## src/hdl/phy_regs_pkg.sv

```systemverilog
// Shared constants and carrier types for the identity and advertisement register group.
// Assumes a management frame engine that presents one decoded 16-bit access per request.
package phy_regs_pkg;

  localparam int unsigned REG_W  = 16;
  localparam int unsigned ADDR_W = 5;

  // Register addresses on the management bus
  localparam logic [4:0] ADDR_ID_ONE  = 5'h02;
  localparam logic [4:0] ADDR_ID_TWO  = 5'h03;
  localparam logic [4:0] ADDR_ADV     = 5'h04;
  localparam logic [4:0] ADDR_PARTNER = 5'h05;

  // Field positions shared by the advertisement and partner words
  localparam int unsigned BIT_NEXT_PAGE = 15;
  localparam int unsigned BIT_ACK       = 14;
  localparam int unsigned BIT_FAULT     = 13;
  localparam int unsigned BIT_T4        = 9;
  localparam int unsigned BIT_TX_FD     = 8;
  localparam int unsigned BIT_TX_HD     = 7;
  localparam int unsigned BIT_10_FD     = 6;
  localparam int unsigned BIT_10_HD     = 5;
  localparam int unsigned SELECTOR_MSB  = 4;
  localparam int unsigned SELECTOR_LSB  = 0;

  // Advertisement word: writable bits, reset value, selector default
  localparam logic [15:0] ADV_WR_MASK   = 16'hA1E0;
  localparam logic [15:0] ADV_RESET     = 16'h01E1;
  localparam logic [4:0]  SELECTOR_STD  = 5'h01;
  localparam logic [15:0] ADV_RSVD_MASK = 16'h5E00;

  // Partner word: bits loaded from a received page, reset value
  localparam logic [15:0] PARTNER_LOAD_MASK = 16'hE1FF;
  localparam logic [15:0] PARTNER_RESET     = 16'h0000;
  localparam logic [15:0] PARTNER_RSVD_MASK = 16'h1E00;

  // Identity defaults; all values arbitrary
  localparam logic [15:0] ID_ONE_DFLT  = 16'h1234;
  localparam logic [5:0]  OUI_HI_DFLT  = 6'h2A;
  localparam logic [5:0]  MODEL_DFLT   = 6'h15;
  localparam logic [3:0]  REV_DFLT     = 4'h3;

  localparam logic [15:0] READ_ZERO = 16'h0000;

  // One management access
  typedef struct packed {
    logic              rd;
    logic              wr;
    logic [ADDR_W-1:0] addr;
    logic [REG_W-1:0]  wdata;
  } mgmt_req_t;

  // State of the register bank
  typedef struct packed {
    logic [REG_W-1:0] adv;
    logic [REG_W-1:0] rdata;
    logic             rvalid;
    logic [REG_W-1:0] partner;
  } bank_state_t;

  // State of the partner page latch
  typedef struct packed {
    logic [REG_W-1:0] ability;
  } partner_state_t;

endpackage : phy_regs_pkg

```

## src/hdl/phy_id_autoneg_ability_regs.sv

```systemverilog
// Identity words one and two, local advertisement and partner ability registers.
// Assumes a management frame engine giving one-cycle rd/wr requests, synchronous to mclk_i.
`timescale 1ns/1ps
module phy_id_autoneg_ability_regs #(
  parameter logic [15:0] ID_ONE = phy_regs_pkg::ID_ONE_DFLT, // arbitrary value
  parameter logic [5:0]  OUI_HI = phy_regs_pkg::OUI_HI_DFLT, // arbitrary value
  parameter logic [5:0]  MODEL  = phy_regs_pkg::MODEL_DFLT,  // arbitrary value
  parameter logic [3:0]  REV    = phy_regs_pkg::REV_DFLT     // arbitrary value
) (
  input  wire logic                             mclk_i,
  input  wire logic                             sys_rst_i,
  input  wire phy_regs_pkg::mgmt_req_t          mgmt_req_i,
  input  wire logic                             page_load_i,
  input  wire logic                             page_clear_i,
  input  wire logic [phy_regs_pkg::REG_W-1:0]   page_i,
  output logic      [phy_regs_pkg::REG_W-1:0]   mgmt_rdata_o,
  output logic                                  mgmt_rvalid_o,
  output logic      [phy_regs_pkg::REG_W-1:0]   adv_word_o,
  output logic      [phy_regs_pkg::REG_W-1:0]   partner_word_o
);
  import phy_regs_pkg::*;

  bank_state_t        st_r;
  bank_state_t        st_nxt;
  logic [REG_W-1:0]   partner;
  logic [REG_W-1:0]   id_two;

  assign id_two = {OUI_HI, MODEL, REV};

  // Partner page held in its own latch
  partner_page_latch u_partner (
    .mclk_i    (mclk_i),
    .sys_rst_i (sys_rst_i),
    .load_i    (page_load_i),
    .clear_i   (page_clear_i),
    .page_i    (page_i),
    .ability_o (partner)
  );

  // Read decode; unmapped addresses read zero
  function automatic logic [REG_W-1:0] read_mux(input logic [ADDR_W-1:0] a,
                                                input logic [REG_W-1:0]  adv,
                                                input logic [REG_W-1:0]  ptn,
                                                input logic [REG_W-1:0]  idt);
    logic [REG_W-1:0] v;
    v = READ_ZERO;
    unique case (a)
      ADDR_ID_ONE:  v = ID_ONE;
      ADDR_ID_TWO:  v = idt;
      ADDR_ADV:     v = adv;
      ADDR_PARTNER: v = ptn;
      default:      v = READ_ZERO;
    endcase
    return v;
  endfunction : read_mux

  // Next state of the bank
  always_comb begin
    st_nxt        = st_r;
    st_nxt.rvalid = mgmt_req_i.rd;
    if (mgmt_req_i.rd) begin
      st_nxt.rdata = read_mux(mgmt_req_i.addr, st_r.adv, partner, id_two);
    end
    // only writable bits take the write
    if (mgmt_req_i.wr && mgmt_req_i.addr == ADDR_ADV) begin
      // constant bits kept from the fixed pattern
      st_nxt.adv = (mgmt_req_i.wdata & ADV_WR_MASK) | (ADV_RESET & ~ADV_WR_MASK);
    end
    // writes to identity and partner words fall through untouched
    // Partner copy taken again so the output is a flop of this module
    st_nxt.partner = partner;
  end

  // Registered bank; reset loads advertisement defaults
  always_ff @(posedge mclk_i) begin
    if (sys_rst_i) begin
      st_r.adv    <= ADV_RESET;
      st_r.rdata  <= READ_ZERO;
      st_r.rvalid <= 1'b0;
      st_r.partner <= PARTNER_RESET;
    end else begin
      st_r <= st_nxt;
    end
  end

  assign mgmt_rdata_o   = st_r.rdata;
  assign mgmt_rvalid_o  = st_r.rvalid;
  assign adv_word_o     = st_r.adv;
  assign partner_word_o = st_r.partner;
endmodule : phy_id_autoneg_ability_regs

```

## src/hdl/partner_page_latch.sv

```systemverilog
// Holds the link partner's base page as seen by management.
// Assumes the negotiation engine pulses load_i with the received page on page_i.
`timescale 1ns/1ps
module partner_page_latch (
  input  wire logic                     mclk_i,
  input  wire logic                     sys_rst_i,
  input  wire logic                     load_i,
  input  wire logic                     clear_i,
  input  wire logic [phy_regs_pkg::REG_W-1:0] page_i,
  output logic      [phy_regs_pkg::REG_W-1:0] ability_o
);
  import phy_regs_pkg::*;

  partner_state_t st_r;
  partner_state_t st_nxt;

  // Load wins over clear so a page arriving during restart is kept
  always_comb begin
    st_nxt = st_r;
    if (clear_i) begin
      st_nxt.ability = PARTNER_RESET;
    end
    if (load_i) begin
      // T4 and reserved bits never latched
      st_nxt.ability = page_i & PARTNER_LOAD_MASK;
    end
  end

  always_ff @(posedge mclk_i) begin
    if (sys_rst_i) begin
      st_r.ability <= PARTNER_RESET;
    end else begin
      st_r <= st_nxt;
    end
  end

  assign ability_o = st_r.ability;

endmodule : partner_page_latch

```

## config.mk

```make
export PLATFORM = sky130hd
export DESIGN_NAME = phy_id_autoneg_ability_regs
export DESIGN_NICKNAME = d
export VERILOG_FILES = /design/src/hdl/phy_regs_pkg.sv /design/src/hdl/phy_id_autoneg_ability_regs.sv /design/src/hdl/partner_page_latch.sv
export SDC_FILE = /design/constraint.sdc
export NUM_CORES = 1
export LEC_CHECK = 0
export BUFFER_PORTS_ARGS = -buffer_cell sky130_fd_sc_hd__clkbuf_2
export CAP_MARGIN = 15
export CELL_PAD_IN_SITES_DETAIL_PLACEMENT = 0
export CELL_PAD_IN_SITES_GLOBAL_PLACEMENT = 1
export CORE_ASPECT_RATIO = 0.8
export CORE_MARGIN = 10
export CORE_UTILIZATION = 35
export DETAILED_ROUTE_END_ITERATION = 7
export GPL_TIMING_DRIVEN = 0
export MAX_ROUTING_LAYER = met4
export PLACE_DENSITY = 0.94
export SYNTH_ARGS = -nofsm -noshare
export SYNTH_HDL_FRONTEND = slang
export SYNTH_SLANG_ARGS = --single-unit
```

## constraint.sdc

```tcl
create_clock -name mclk_i -period 2.2 [get_ports mclk_i]
set_input_delay 0.11 -clock mclk_i [delete_from_list [all_inputs] [get_ports mclk_i]]
set_output_delay 0.11 -clock mclk_i [all_outputs]
set_load 0.1 [all_outputs]
```

Word level (Yosys, flattened, before mapping):

Cells that the tools add are included.
Widths: inputs -> output; s select.

* bits in registers: 47
* input port bits: 43
* output and inout port bits: 49
* word-level logic and storage cells: 14

* equality and inequality tests: 4
* multiplexer cells: 3
* reduce and logical (&&, ||, !) cells: 2

Operator list (number)
* $pmux 16 s4: 1
* $mux 16: 2
* $eq 5x2->1 const B: 2
* $eq 5x3->1 const B: 2
* $reduce_bool 2->1: 1
* $logic_and 1x1->1: 1

Depth between registers and ports, before layout:

Gate-level depths: netlist (run 1).

* depth in word-level cells: 2
* gate-level depth with buffers: 5
* gate-level depth less buffers: 4

Modules after synthesis:

Synthesis (run 1) repeated with hierarchy kept, for this count alone.

* cells, all modules: 233
* area, all modules: 2219.6 µm²

Modules (own cells, without submodules)
* phy_id_autoneg_ability_regs: times used 1, cells an instance 175, area each 1639.1 µm², seq. area each 780.7 µm²
* partner_page_latch: times used 1, cells an instance 58, area each 580.6 µm², seq. area each 240.2 µm²

Worst setup path before layout (run 1):

Ideal clock, no wire load.

* path type: register to output
* start point: reg st_r, in the netlist mgmt_rdata_o[12]
* end point: out mgmt_rdata_o[12] (netlist name)
* arrival time: 1.374 ns
* data required time: 2.090 ns
* setup slack: 0.716 ns
* stages on the path, launching flop included: 2
* path buffers: 1
* path through: dfxtp_1 buf_4

RTL lines
* start: declaration: line phy_id_autoneg_ability_regs.sv:23 `bank_state_t st_r;`
* start signal: assignment: line phy_id_autoneg_ability_regs.sv:82 `st_r <= st_nxt;`
* end: declaration: line phy_id_autoneg_ability_regs.sv:16 `output logic [phy_regs_pkg::REG_W-1:0] mgmt_rdata_o,`

No word-level cell between the ends.

Worst setup path in the final report (run 1):

* start point: in mgmt_req_i[17] (netlist name)
* end point: reg st_r, in the netlist mgmt_rdata_o[1]

* longest elaborated chain between the ends: 2
* elaborated cells on any way between the ends: 5
* classes of those cells: 4 x eq/ne; 1 x mux

RTL lines
* start: declaration: line phy_id_autoneg_ability_regs.sv:12 `input wire phy_regs_pkg::mgmt_req_t mgmt_req_i,`
* $eq 5x3->1 or $eq 5x2->1 (tied branches): line phy_id_autoneg_ability_regs.sv:47 `unique case (a)`
* $pmux 16 s4 *: line phy_id_autoneg_ability_regs.sv:47

Every way passes the cells marked *; elsewhere a longest branch is shown, timed or not.
A chain may end at the register's enable or synchronous reset.

==> flow_summary.ini, run 1 <==
[global_route]
antenna_found_initial = 0
grt_pass1_vias = 1701
grt_use_total = 0.126
grt_max_degree = 15
grt_pass1_wl_mm = 8.35
grt.overflow.total = 0

[yosys]
ys_types = 30
netlist.area_leader.share = 0.474
synth-xor-area-share = 0
synth_simple_gate_area_frac = 0.264
synth_area_leaders = dfxtp_1 (47%), a21oi_1 (7.4%), nor2b_1 (6.9%)
synthArstFlopShare = 0
synthAdderAreaFrac = 0
synthTopCellsByCount = dfxtp_1 (45), a21oi_1 (28), nor2_1 (24)
ys_seq_area_frac = 0.474
synthMuxAreaShare = 0.0211
synth-edff-count = 0
synth_cells = 213
synth_compound_area_frac = 0.142
syn_avg_cell_area_um2 = 8.93
syn_area_mm2 = 0.00190
synth_top_family_by_area = simple AND/OR/NAND/NOR gates
synth_flop_cell = dfxtp_1
ys_warn_count = 0
yosysMostFrequentCell = dfxtp_1
synth_seq_cells = 45
yosys.area.top_type = dfxtp_1

[setup_path]
critPathMaxFanout = 9
rrSetupSlack_ns = 1.13
crit_required_ns = 2.43
r2r_end = mgmt_rdata_o[1]
worst_setup_path_startpoint = mgmt_req_i[17]
crit_arrival_ns = 1.65
timing.rr.start = u_partner.ability_o[1]
start_kind = primary input
worstRegToRegCells = 3
crit_type = primary input to flip-flop
cp-end-kind = flip-flop

[power_and_ir_drop]
powerDensity_mw_per_mm2 = 707
p_sw_w = 0.000572
p_leak_nw = 1.10
clock_power_share = 0.298
p_comb_frac = 0.207
irDropWorstVdd_uv = 223
p_int_w = 0.00114
power_frac_seq = 0.495
netSwitchingFraction = 0.334

[drt]
vias = 1653
wirelength_mm = 5.30
detail_route.first_pass.iterations = 4
vias_per_cell = 4.63
antenna_left = 0
drt_iter0_drc = 63
drc = 0
routedWlPerCell_um = 14.8

[clock_network]
clk_path_buf_depth = 2
ctsHoldBuffers = 0
root_buffer = clkbuf_8
cts.htree.levels = 2
clock_latency_ns = 0.30
cts_resized = 0
numCtsBuffers = 5
post_cts_buffers = 0
tritoncts = built
clkSinkCount = 45
path_clk_slew_ns = 0.08

[layout]
diodes = 0
nets = 337
areaGrowthSynthToFinish_pct = 27.3
drive_gt1_frac = 0.298

[sta]
hold_viol = 0
max_freq_mhz = 704
min_period_ns = 1.42
fin_setup_tns_ns = 0
drv_slew = 0
fin_ws_ns = 0.779
post-route-period-util = 0.646
finClkSkew_ns = 0.00463
max_slew_margin = 0.623
grt_setup_unrepaired = no
finalSetupViolCount = 0
worst_pin_slew_ns = 0.568

[status]
run_status = completed

[die]
start_util = 0.371
io_pins = 92
die-area_mm2 = 0.00880
fp.dieH_um = 85.9
row_count = 23
die_x_um = 102
core_mm2 = 0.00512

[min_path]
hold_end = adv_word_o[15]
whs_path_depth = 3
worstHoldStart = mgmt_req_i[15]
hold_class = primary input to flip-flop

[place]
dp.final_hpwl_mm = 4.14
dp_slack_ns = 0.447
io_buffers = 61
gp_congestion = 0.902

[job]
drv_cap = 0
## metal layers
metal  share of wire  vias to the layer above  GRT usage
met5               0                        -          -
met4          0.0089                        0     0.0345
met3           0.066                        4     0.0457
met2            0.48                       49      0.205
met1            0.44                      750      0.143
li1                -                      850          -
## final cells by class
class	instances	area [um2]
Timing Repair Buffer	61	305
Inverter	5	18.8
Fill cell	532	2700
Clock inverter	2	15.0
Multi-Input combinational cell	149	870
Clock buffer	6	72.6
Buffer	27	161
Tap cell	62	77.6
Sequential cell	45	901
## power groups by stage
| stage | logic [W] | clock network, W | registers [W] |
|---|---|---|---|
| floorplan | 0.000208 | 0 | 0.000943 |
| global placement | 0.000349 | 0 | 0.000866 |
| detailed placement | 0.000351 | 0 | 0.000867 |
| CTS | 0.000352 | 0.000523 | 0.000848 |
| global route | 0.000373 | 0.000565 | 0.000850 |
| finish | 0.000354 | 0.000509 | 0.000848 |
## worst max-delay path, stage by stage
cell       delay [ns]
clkbuf_2         0.15
nand2b_2         0.26
a2111oi_4        0.54
or3b_1           0.43
a21oi_1          0.15
## cell usage in the layout, fill, tap and decap left out, types with 4 or more instances in the layout
master / Yosys / routed
o21ai_0: 6 / 6
a211o_1: 4 / 4
inv_1: 5 / 5
nand2b_1: 7 / 7
nor3b_1: 12 / 12
mux2i_1: 4 / 4
clkbuf_2: 0 / 61
conb_1: 2 / 15
clkbuf_8: 0 / 5
nor2_1: 24 / 24
clkbuf_1: 11 / 12
dfxtp_1: 45 / 45
a21oi_1: 28 / 28
buf_4: 16 / 16
nand3_1: 4 / 4
nor2b_1: 21 / 21
and3_1: 4 / 4
nand3b_1: 4 / 4
## metrics by stage
stage	instances	power [W]	hold slack [ns]	cell area [um2]	utilization
floorplan	226	0.00115	0.251	1950	-
global route	357	0.00179	0.0326	2420	0.473
CTS	357	0.00172	0.0291	2420	0.473
global placement	349	0.00122	0.338	2330	0.456
finish	357	0.00171	0.0326	2420	0.473
detailed placement	349	0.00122	0.348	2330	0.456
## registers in the layout (all words and copies together), names as in the netlist
name                 cells
mgmt_rvalid_o            1
mgmt_rdata_o            14
adv_word_o               6
u_partner.ability_o     12
partner_word_o          12
## cells by family after synthesis
group                  after synthesis
multiplexers                         4
buffers and inverters               32
other                                2
AND/OR/NAND/NOR                     86
AO/OA/AOI/OAI                       44
flip-flops                          45
## how the worst max path moves through the flow
| stage | endpoint | slack, ns | depth (start not counted) |
|---|---|---|---|
| after floorplan | mgmt_rdata_o[12] | 0.72 | 1 |
| after global placement | mgmt_rdata_o[1] | 0.52 | 5 |
| after detailed placement | mgmt_rdata_o[1] | 0.45 | 5 |
| after CTS | mgmt_rdata_o[1] | 0.76 | 5 |
| after global routing | mgmt_rdata_o[1] | 0.66 | 5 |
| final | mgmt_rdata_o[1] | 0.78 | 5 |
Power figures use the tool's default switching activity.
==> inputs of run 2 (changes only) <==
--- a/config.mk
+++ b/config.mk
@@ -11,11 +11,11 @@
 export CELL_PAD_IN_SITES_GLOBAL_PLACEMENT = 1
 export CORE_ASPECT_RATIO = 0.8
 export CORE_MARGIN = 10
-export CORE_UTILIZATION = 35
+export CORE_UTILIZATION = 32
 export DETAILED_ROUTE_END_ITERATION = 7
 export GPL_TIMING_DRIVEN = 0
 export MAX_ROUTING_LAYER = met4
-export PLACE_DENSITY = 0.94
+export PLACE_DENSITY = 0.88
 export SYNTH_ARGS = -nofsm -noshare
 export SYNTH_HDL_FRONTEND = slang
 export SYNTH_SLANG_ARGS = --single-unit
==> constraint.sdc (replaced) <==
create_clock -name mclk_i -period 1.4 [get_ports mclk_i]
set_input_delay 0.07 -clock mclk_i [delete_from_list [all_inputs] [get_ports mclk_i]]
set_output_delay 0.07 -clock mclk_i [all_outputs]
set_load 0.1 [all_outputs]
==> run 2 against run 1 <==
Net effect:
- register-to-register slack worse by 0.81 ns
- via count is 0.67% lower
- sequential power is 57% higher
- design area is 3.5% higher
- first-iteration DRC count is 32% higher
- setup slack worse by 0.66 ns
- critical endpoint unchanged
- largest cell class unchanged
- largest power group unchanged
- highest routed layer unchanged
==> flow_summary.ini, run 2 (synthesis gave the netlist of run 1 again) <==
[drt]
antenna_left = 0
drt_iter0_drc = 83
vias = 1642
detail_route.first_pass.iterations = 4
vias_per_cell = 4.33
drc = 0
routedWlPerCell_um = 13.5
wirelength_mm = 5.13

[die]
start_util = 0.325
io_pins = 92
row_count = 25
fp.dieH_um = 89.0
die-area_mm2 = 0.00945
core_mm2 = 0.00585
die_x_um = 106

[job]
drv_cap = 0

[setup_path]
max_stage_delay_ns = 0.44
crit_arrival_ns = 1.50
crit_slowest_cell = a2111oi_4
cp-end-kind = flip-flop
crit_type = primary input to flip-flop
critPathMaxFanout = 8
worstRegToRegCells = 3
crit_required_ns = 1.62
worstPathCellList = clkbuf_2, nand2b_2, a2111oi_4, or3b_1, a21oi_1
start_kind = primary input

[place]
dp.final_hpwl_mm = 4.11
placed_area_mm2 = 0.00236
gp_congestion = 0.755
io_buffers = 61
dp.cells = 368

[sta]
min_period_ns = 1.28
finClkSkew_ns = 0.00191
drv_slew = 0
post-route-period-util = 0.913
max_slew_margin = 0.628
max_freq_mhz = 782
finalSetupViolCount = 0
hold_viol = 0
grt_setup_unrepaired = no
worst_pin_slew_ns = 0.561

[power_and_ir_drop]
powerDensity_mw_per_mm2 = 1150
irDropWorstVdd_uv = 399
p_leak_nw = 1.13

[global_route]
grt.overflow.total = 0
grt_max_degree = 14
grt_pass1_vias = 1613
grt_use_total = 0.110
grt_pass1_wl_mm = 7.93
antenna_found_initial = 0

[layout]
instances_no_fill = 379
diodes = 0
n_fill_cell = 602
final_cell_mix = clkbuf_2 (61), dfxtp_1 (39), a21oi_1 (28)
final_area_mm2 = 0.00251
largest_register_ffs = 14
final_common_cell = clkbuf_2
areaGrowthSynthToFinish_pct = 31.8
drive_gt1_frac = 0.322
nets = 340

[clock_network]
clock_latency_ns = 0.29
numCtsBuffers = 5
cts.htree.levels = 2
clk_path_buf_depth = 2
root_buffer = clkbuf_8
tritoncts = built
path_clk_slew_ns = 0.08
clkSinkCount = 45

[min_path]
whs_path_depth = 3
hold_class = primary input to flip-flop

[status]
run_status = completed
-- run 2: path summary, 6_finish.rpt --
check                      endpoint  slack, ns                   start
max                 mgmt_rdata_o[1]       0.12          mgmt_req_i[17]
min          u_partner.ability_o[2]      0.008               page_i[2]
max reg2reg         mgmt_rdata_o[1]       0.32  u_partner.ability_o[1]
min reg2reg           adv_word_o[7]       0.47           adv_word_o[7]
-- run 2: report_power, final --
part | internal [W] | switching [W]
registers | 0.00131 | 0.0000191
clock network | 0.000582 | 0.000416
logic | 0.000129 | 0.000429
total | 0.00202 | 0.000865
-- run 2: final cells by class --
class | count | area (um2) | area share
timing repair buffer | 64 | 330 | 0.132
buffer | 27 | 161 | 0.0644
sequential | 45 | 908 | 0.362
inverter | 5 | 18.8 | 0.00749
clock buffer | 7 | 86.3 | 0.0344
tap | 81 | 101 | 0.0404
multi-input combinational | 149 | 870 | 0.347
clock inverter | 1 | 30.0 | 0.0120
-- run 2: through the flow --
stage / worst slack, ns / total power, W / hold slack, ns / TNS [ns] / util
2_1_floorplan: 0.0136 / 0.00181 / 0.211 / 0 / -
3_3_place_gp: -0.247 / 0.00191 / 0.297 / -1.01 / 0.404
3_5_place_dp: -0.305 / 0.00192 / 0.309 / -1.39 / 0.404
4_1_cts: 0.00213 / 0.00290 / 0.00346 / 0 / 0.424
5_1_grt: 0.0126 / 0.00301 / 0.00585 / 0 / 0.428
6_report: 0.121 / 0.00289 / 0.00841 / 0 / 0.428
-- run 2: critical path: cells and delay by family --
kind,cells,cell delay [ns]
buffers and inverters,1,0.15
AOI/OAI and AO/OA,2,0.60
and+or+nand+nor,2,0.67
-- run 2: layer usage --
metal  share of wire  GRT usage  wire (um)  vias to the layer above
li1                -          -          -                      855
met1            0.45      0.132       2300                      740
met2            0.48      0.173       2480                       42
met3           0.063     0.0382        323                        5
met4          0.0053     0.0319         27                        0
met5               0          -          0                        -
-- run 2: what timing repair did --
item / 4_1_cts / 5_1_grt
setup endpoints to repair: 0 / 1
gates resized for setup: 0 / 0
setup buffers: 0 / 2
hold buffers: 0 / 1
endpoints found under the hold margin: 0 / 1
==> inputs of run 3 (changes only) <==
--- a/config.mk
+++ b/config.mk
@@ -11,11 +11,12 @@
 export CELL_PAD_IN_SITES_GLOBAL_PLACEMENT = 1
 export CORE_ASPECT_RATIO = 0.8
 export CORE_MARGIN = 10
-export CORE_UTILIZATION = 32
+export CORE_UTILIZATION = 35
 export DETAILED_ROUTE_END_ITERATION = 7
 export GPL_TIMING_DRIVEN = 0
 export MAX_ROUTING_LAYER = met4
-export PLACE_DENSITY = 0.88
+export PLACE_DENSITY = 0.9
 export SYNTH_ARGS = -nofsm -noshare
 export SYNTH_HDL_FRONTEND = slang
+export SYNTH_HIERARCHICAL = 1
 export SYNTH_SLANG_ARGS = --single-unit
==> constraint.sdc (replaced) <==
create_clock -name mclk_i -period 1.2 [get_ports mclk_i]
set_input_delay 0.06 -clock mclk_i [delete_from_list [all_inputs] [get_ports mclk_i]]
set_output_delay 0.06 -clock mclk_i [all_outputs]
set_load 0.1 [all_outputs]
==> run 3 against run 2 <==
Net effect:
- die area increased by 5.3%
- design area increased by 15%
- cell count increased by 7.4%
- critical path depth decreased by 4
- first-iteration DRC count decreased by 11%
==> flow_summary.ini, run 3 <==
[drt]
wirelength_mm = 5.85
drc = 0
vias = 1807
wl_met3_um = 363
drt-met1-wl_mm = 2.97
drt_iter0_drc = 74
top_layer = met4
routedWlPerCell_um = 14.4
antenna_left = 0
vias_per_cell = 4.44
detail_route.first_pass.iterations = 4
wl_met2_mm = 2.47

[setup_path]
worst-path-buf-inv = 1
worstPathCellList = clkbuf_2
crit_family = buffers and inverters
crit_arrival_ns = 1.10
crit_slowest_cell = clkbuf_2
max_stage_delay_ns = 0.46
crit_required_ns = 1.14
crit_type = flip-flop to output port
start_kind = flip-flop
cp-end-kind = output port
critPathMaxFanout = 1

[yosys]
ys_types = 37
syn_avg_cell_area_um2 = 9.53
synthArstFlopShare = 0
synth-edff-count = 0
yosysMostFrequentCell = dfxtp_1
yosys.area.top_type = dfxtp_1
ys_warn_count = 6
synth_top_family_by_area = simple AND/OR/NAND/NOR gates
synth_simple_gate_area_frac = 0.219
synth_seq_cells = 51
syn_area_mm2 = 0.00222
synthTopCellsByCount = dfxtp_1 (51), nand2_1 (23), buf_4 (16), inv_1 (16)
ys_seq_area_frac = 0.460
synth_flop_cell = dfxtp_1
synth_compound_area_frac = 0.178
synthMuxAreaShare = 0.0180
synth-xor-area-share = 0.00395
synthAdderAreaFrac = 0
synth_cells = 233
netlist.area_leader.share = 0.460
synth_area_leaders = dfxtp_1 (46%), o32ai_2 (7.3%), buf_4 (5.4%)

[clock_network]
numCtsBuffers = 5
tritoncts = built
clock_latency_ns = 0.30
path_clk_slew_ns = 0.09
post_cts_buffers = 0
root_buffer = clkbuf_8
cts.htree.levels = 2
clkSinkCount = 51
clk_path_buf_depth = 2

[place]
dp.cells = 391
dp.final_hpwl_mm = 4.66
placed_area_mm2 = 0.00272
io_buffers = 66
gp_congestion = 0.823

[die]
core_mm2 = 0.00604
die-area_mm2 = 0.00995
fp.dieH_um = 91.2
start_util = 0.368
io_pins = 92
die_x_um = 109
row_count = 25

[sta]
post-route-period-util = 0.968
grt_setup_unrepaired = no
min_period_ns = 1.16
finalSetupViolCount = 0
max_freq_mhz = 861
finClkSkew_ns = 0.00590
max_slew_margin = 0.617
hold_viol = 0
drv_slew = 0
worst_pin_slew_ns = 0.575

[global_route]
grt.overflow.total = 0
grt_use_total = 0.119
grt_max_degree = 16
grt_pass1_wl_mm = 9.17
grt_pass1_vias = 1824
antenna_found_initial = 0

[min_path]
hold_class = primary input to flip-flop

[layout]
instances_no_fill = 407
final_cell_mix = clkbuf_2 (57), dfxtp_1 (30), nand2_1 (23)
final_area_mm2 = 0.00289
n_fill_cell = 610
areaGrowthSynthToFinish_pct = 30.1
drive_gt1_frac = 0.429
final_common_cell = clkbuf_2
final_util = 0.478
nets = 368
diodes = 0

[status]
run_status = completed

[job]
drv_cap = 0

[power_and_ir_drop]
irDropWorstVdd_uv = 644
powerDensity_mw_per_mm2 = 1200
p_leak_nw = 1.27
run 3: cell type report:
cell class | count | area, um2 | share of cell area
flip-flops and latches | 51 | 1050 | 0.363
multi-input cells | 149 | 981 | 0.340
repair buffers | 74 | 413 | 0.143
plain buffers | 28 | 200 | 0.0693
well taps | 81 | 101 | 0.0351
clock buffers | 6 | 72.6 | 0.0251
inverters | 16 | 60.1 | 0.0208
clock inverters | 2 | 12.5 | 0.00433
run 3: logic make-up (layout without fill, tap and decap cells):
group,after synthesis,count (layout)
compound gates,47,47
other cells,3,14
simple gates,83,83
mux,4,4
flops,51,51
buf+inv,44,126
xor+xnor,1,1
run 3: layer usage:
metal | GRT usage | up-vias
met1 | 0.153 | 816
met3 | 0.0339 | 5
met4 | 0.0263 | 0
met5 | - | -
met2 | 0.180 | 51
li1 | - | 935
run 3: power by group:
| part | switching (W) | leakage, nW | total, W | internal, W |
|---|---|---|---|---|
| Sequential | 0.0000241 | 0.423 | 0.00176 | 0.00174 |
| Combinational | 0.000528 | 0.806 | 0.000716 | 0.000187 |
| Clock | 0.000571 | 0.0412 | 0.000980 | 0.000409 |
run 3: path summary, 6_finish.rpt:
kind,to,cells after the start,startpoint,slack (ns)
min reg2reg,mgmt_rdata_o[14],2,mgmt_rdata_o[14],0.46
max,partner_word_o[7],1,partner_word_o[7],0.04
max reg2reg,mgmt_rdata_o[13],4,adv_word_o[13],0.18
min,u_partner/ability_o[4],3,page_i[4],0.007
run 3: metrics by stage:
stage	TNS [ns]	hold slack, ns	worst slack, ns	power, W
detailed placement	-1.70	0.271	-0.181	0.00250
finish	0	0.00654	0.0387	0.00346
CTS	0	0.00203	0.00158	0.00348
global route	0	0.0000998	0.000643	0.00360
floorplan	-0.0905	0.154	-0.0905	0.00235
global placement	-1.31	0.265	-0.143	0.00249
run 3: timing repair:
item	in CTS	in global routing
gates resized for setup	0	13
endpoints found under the hold margin	8	0
hold buffers	8	0
endpoints found under the setup margin	0	11
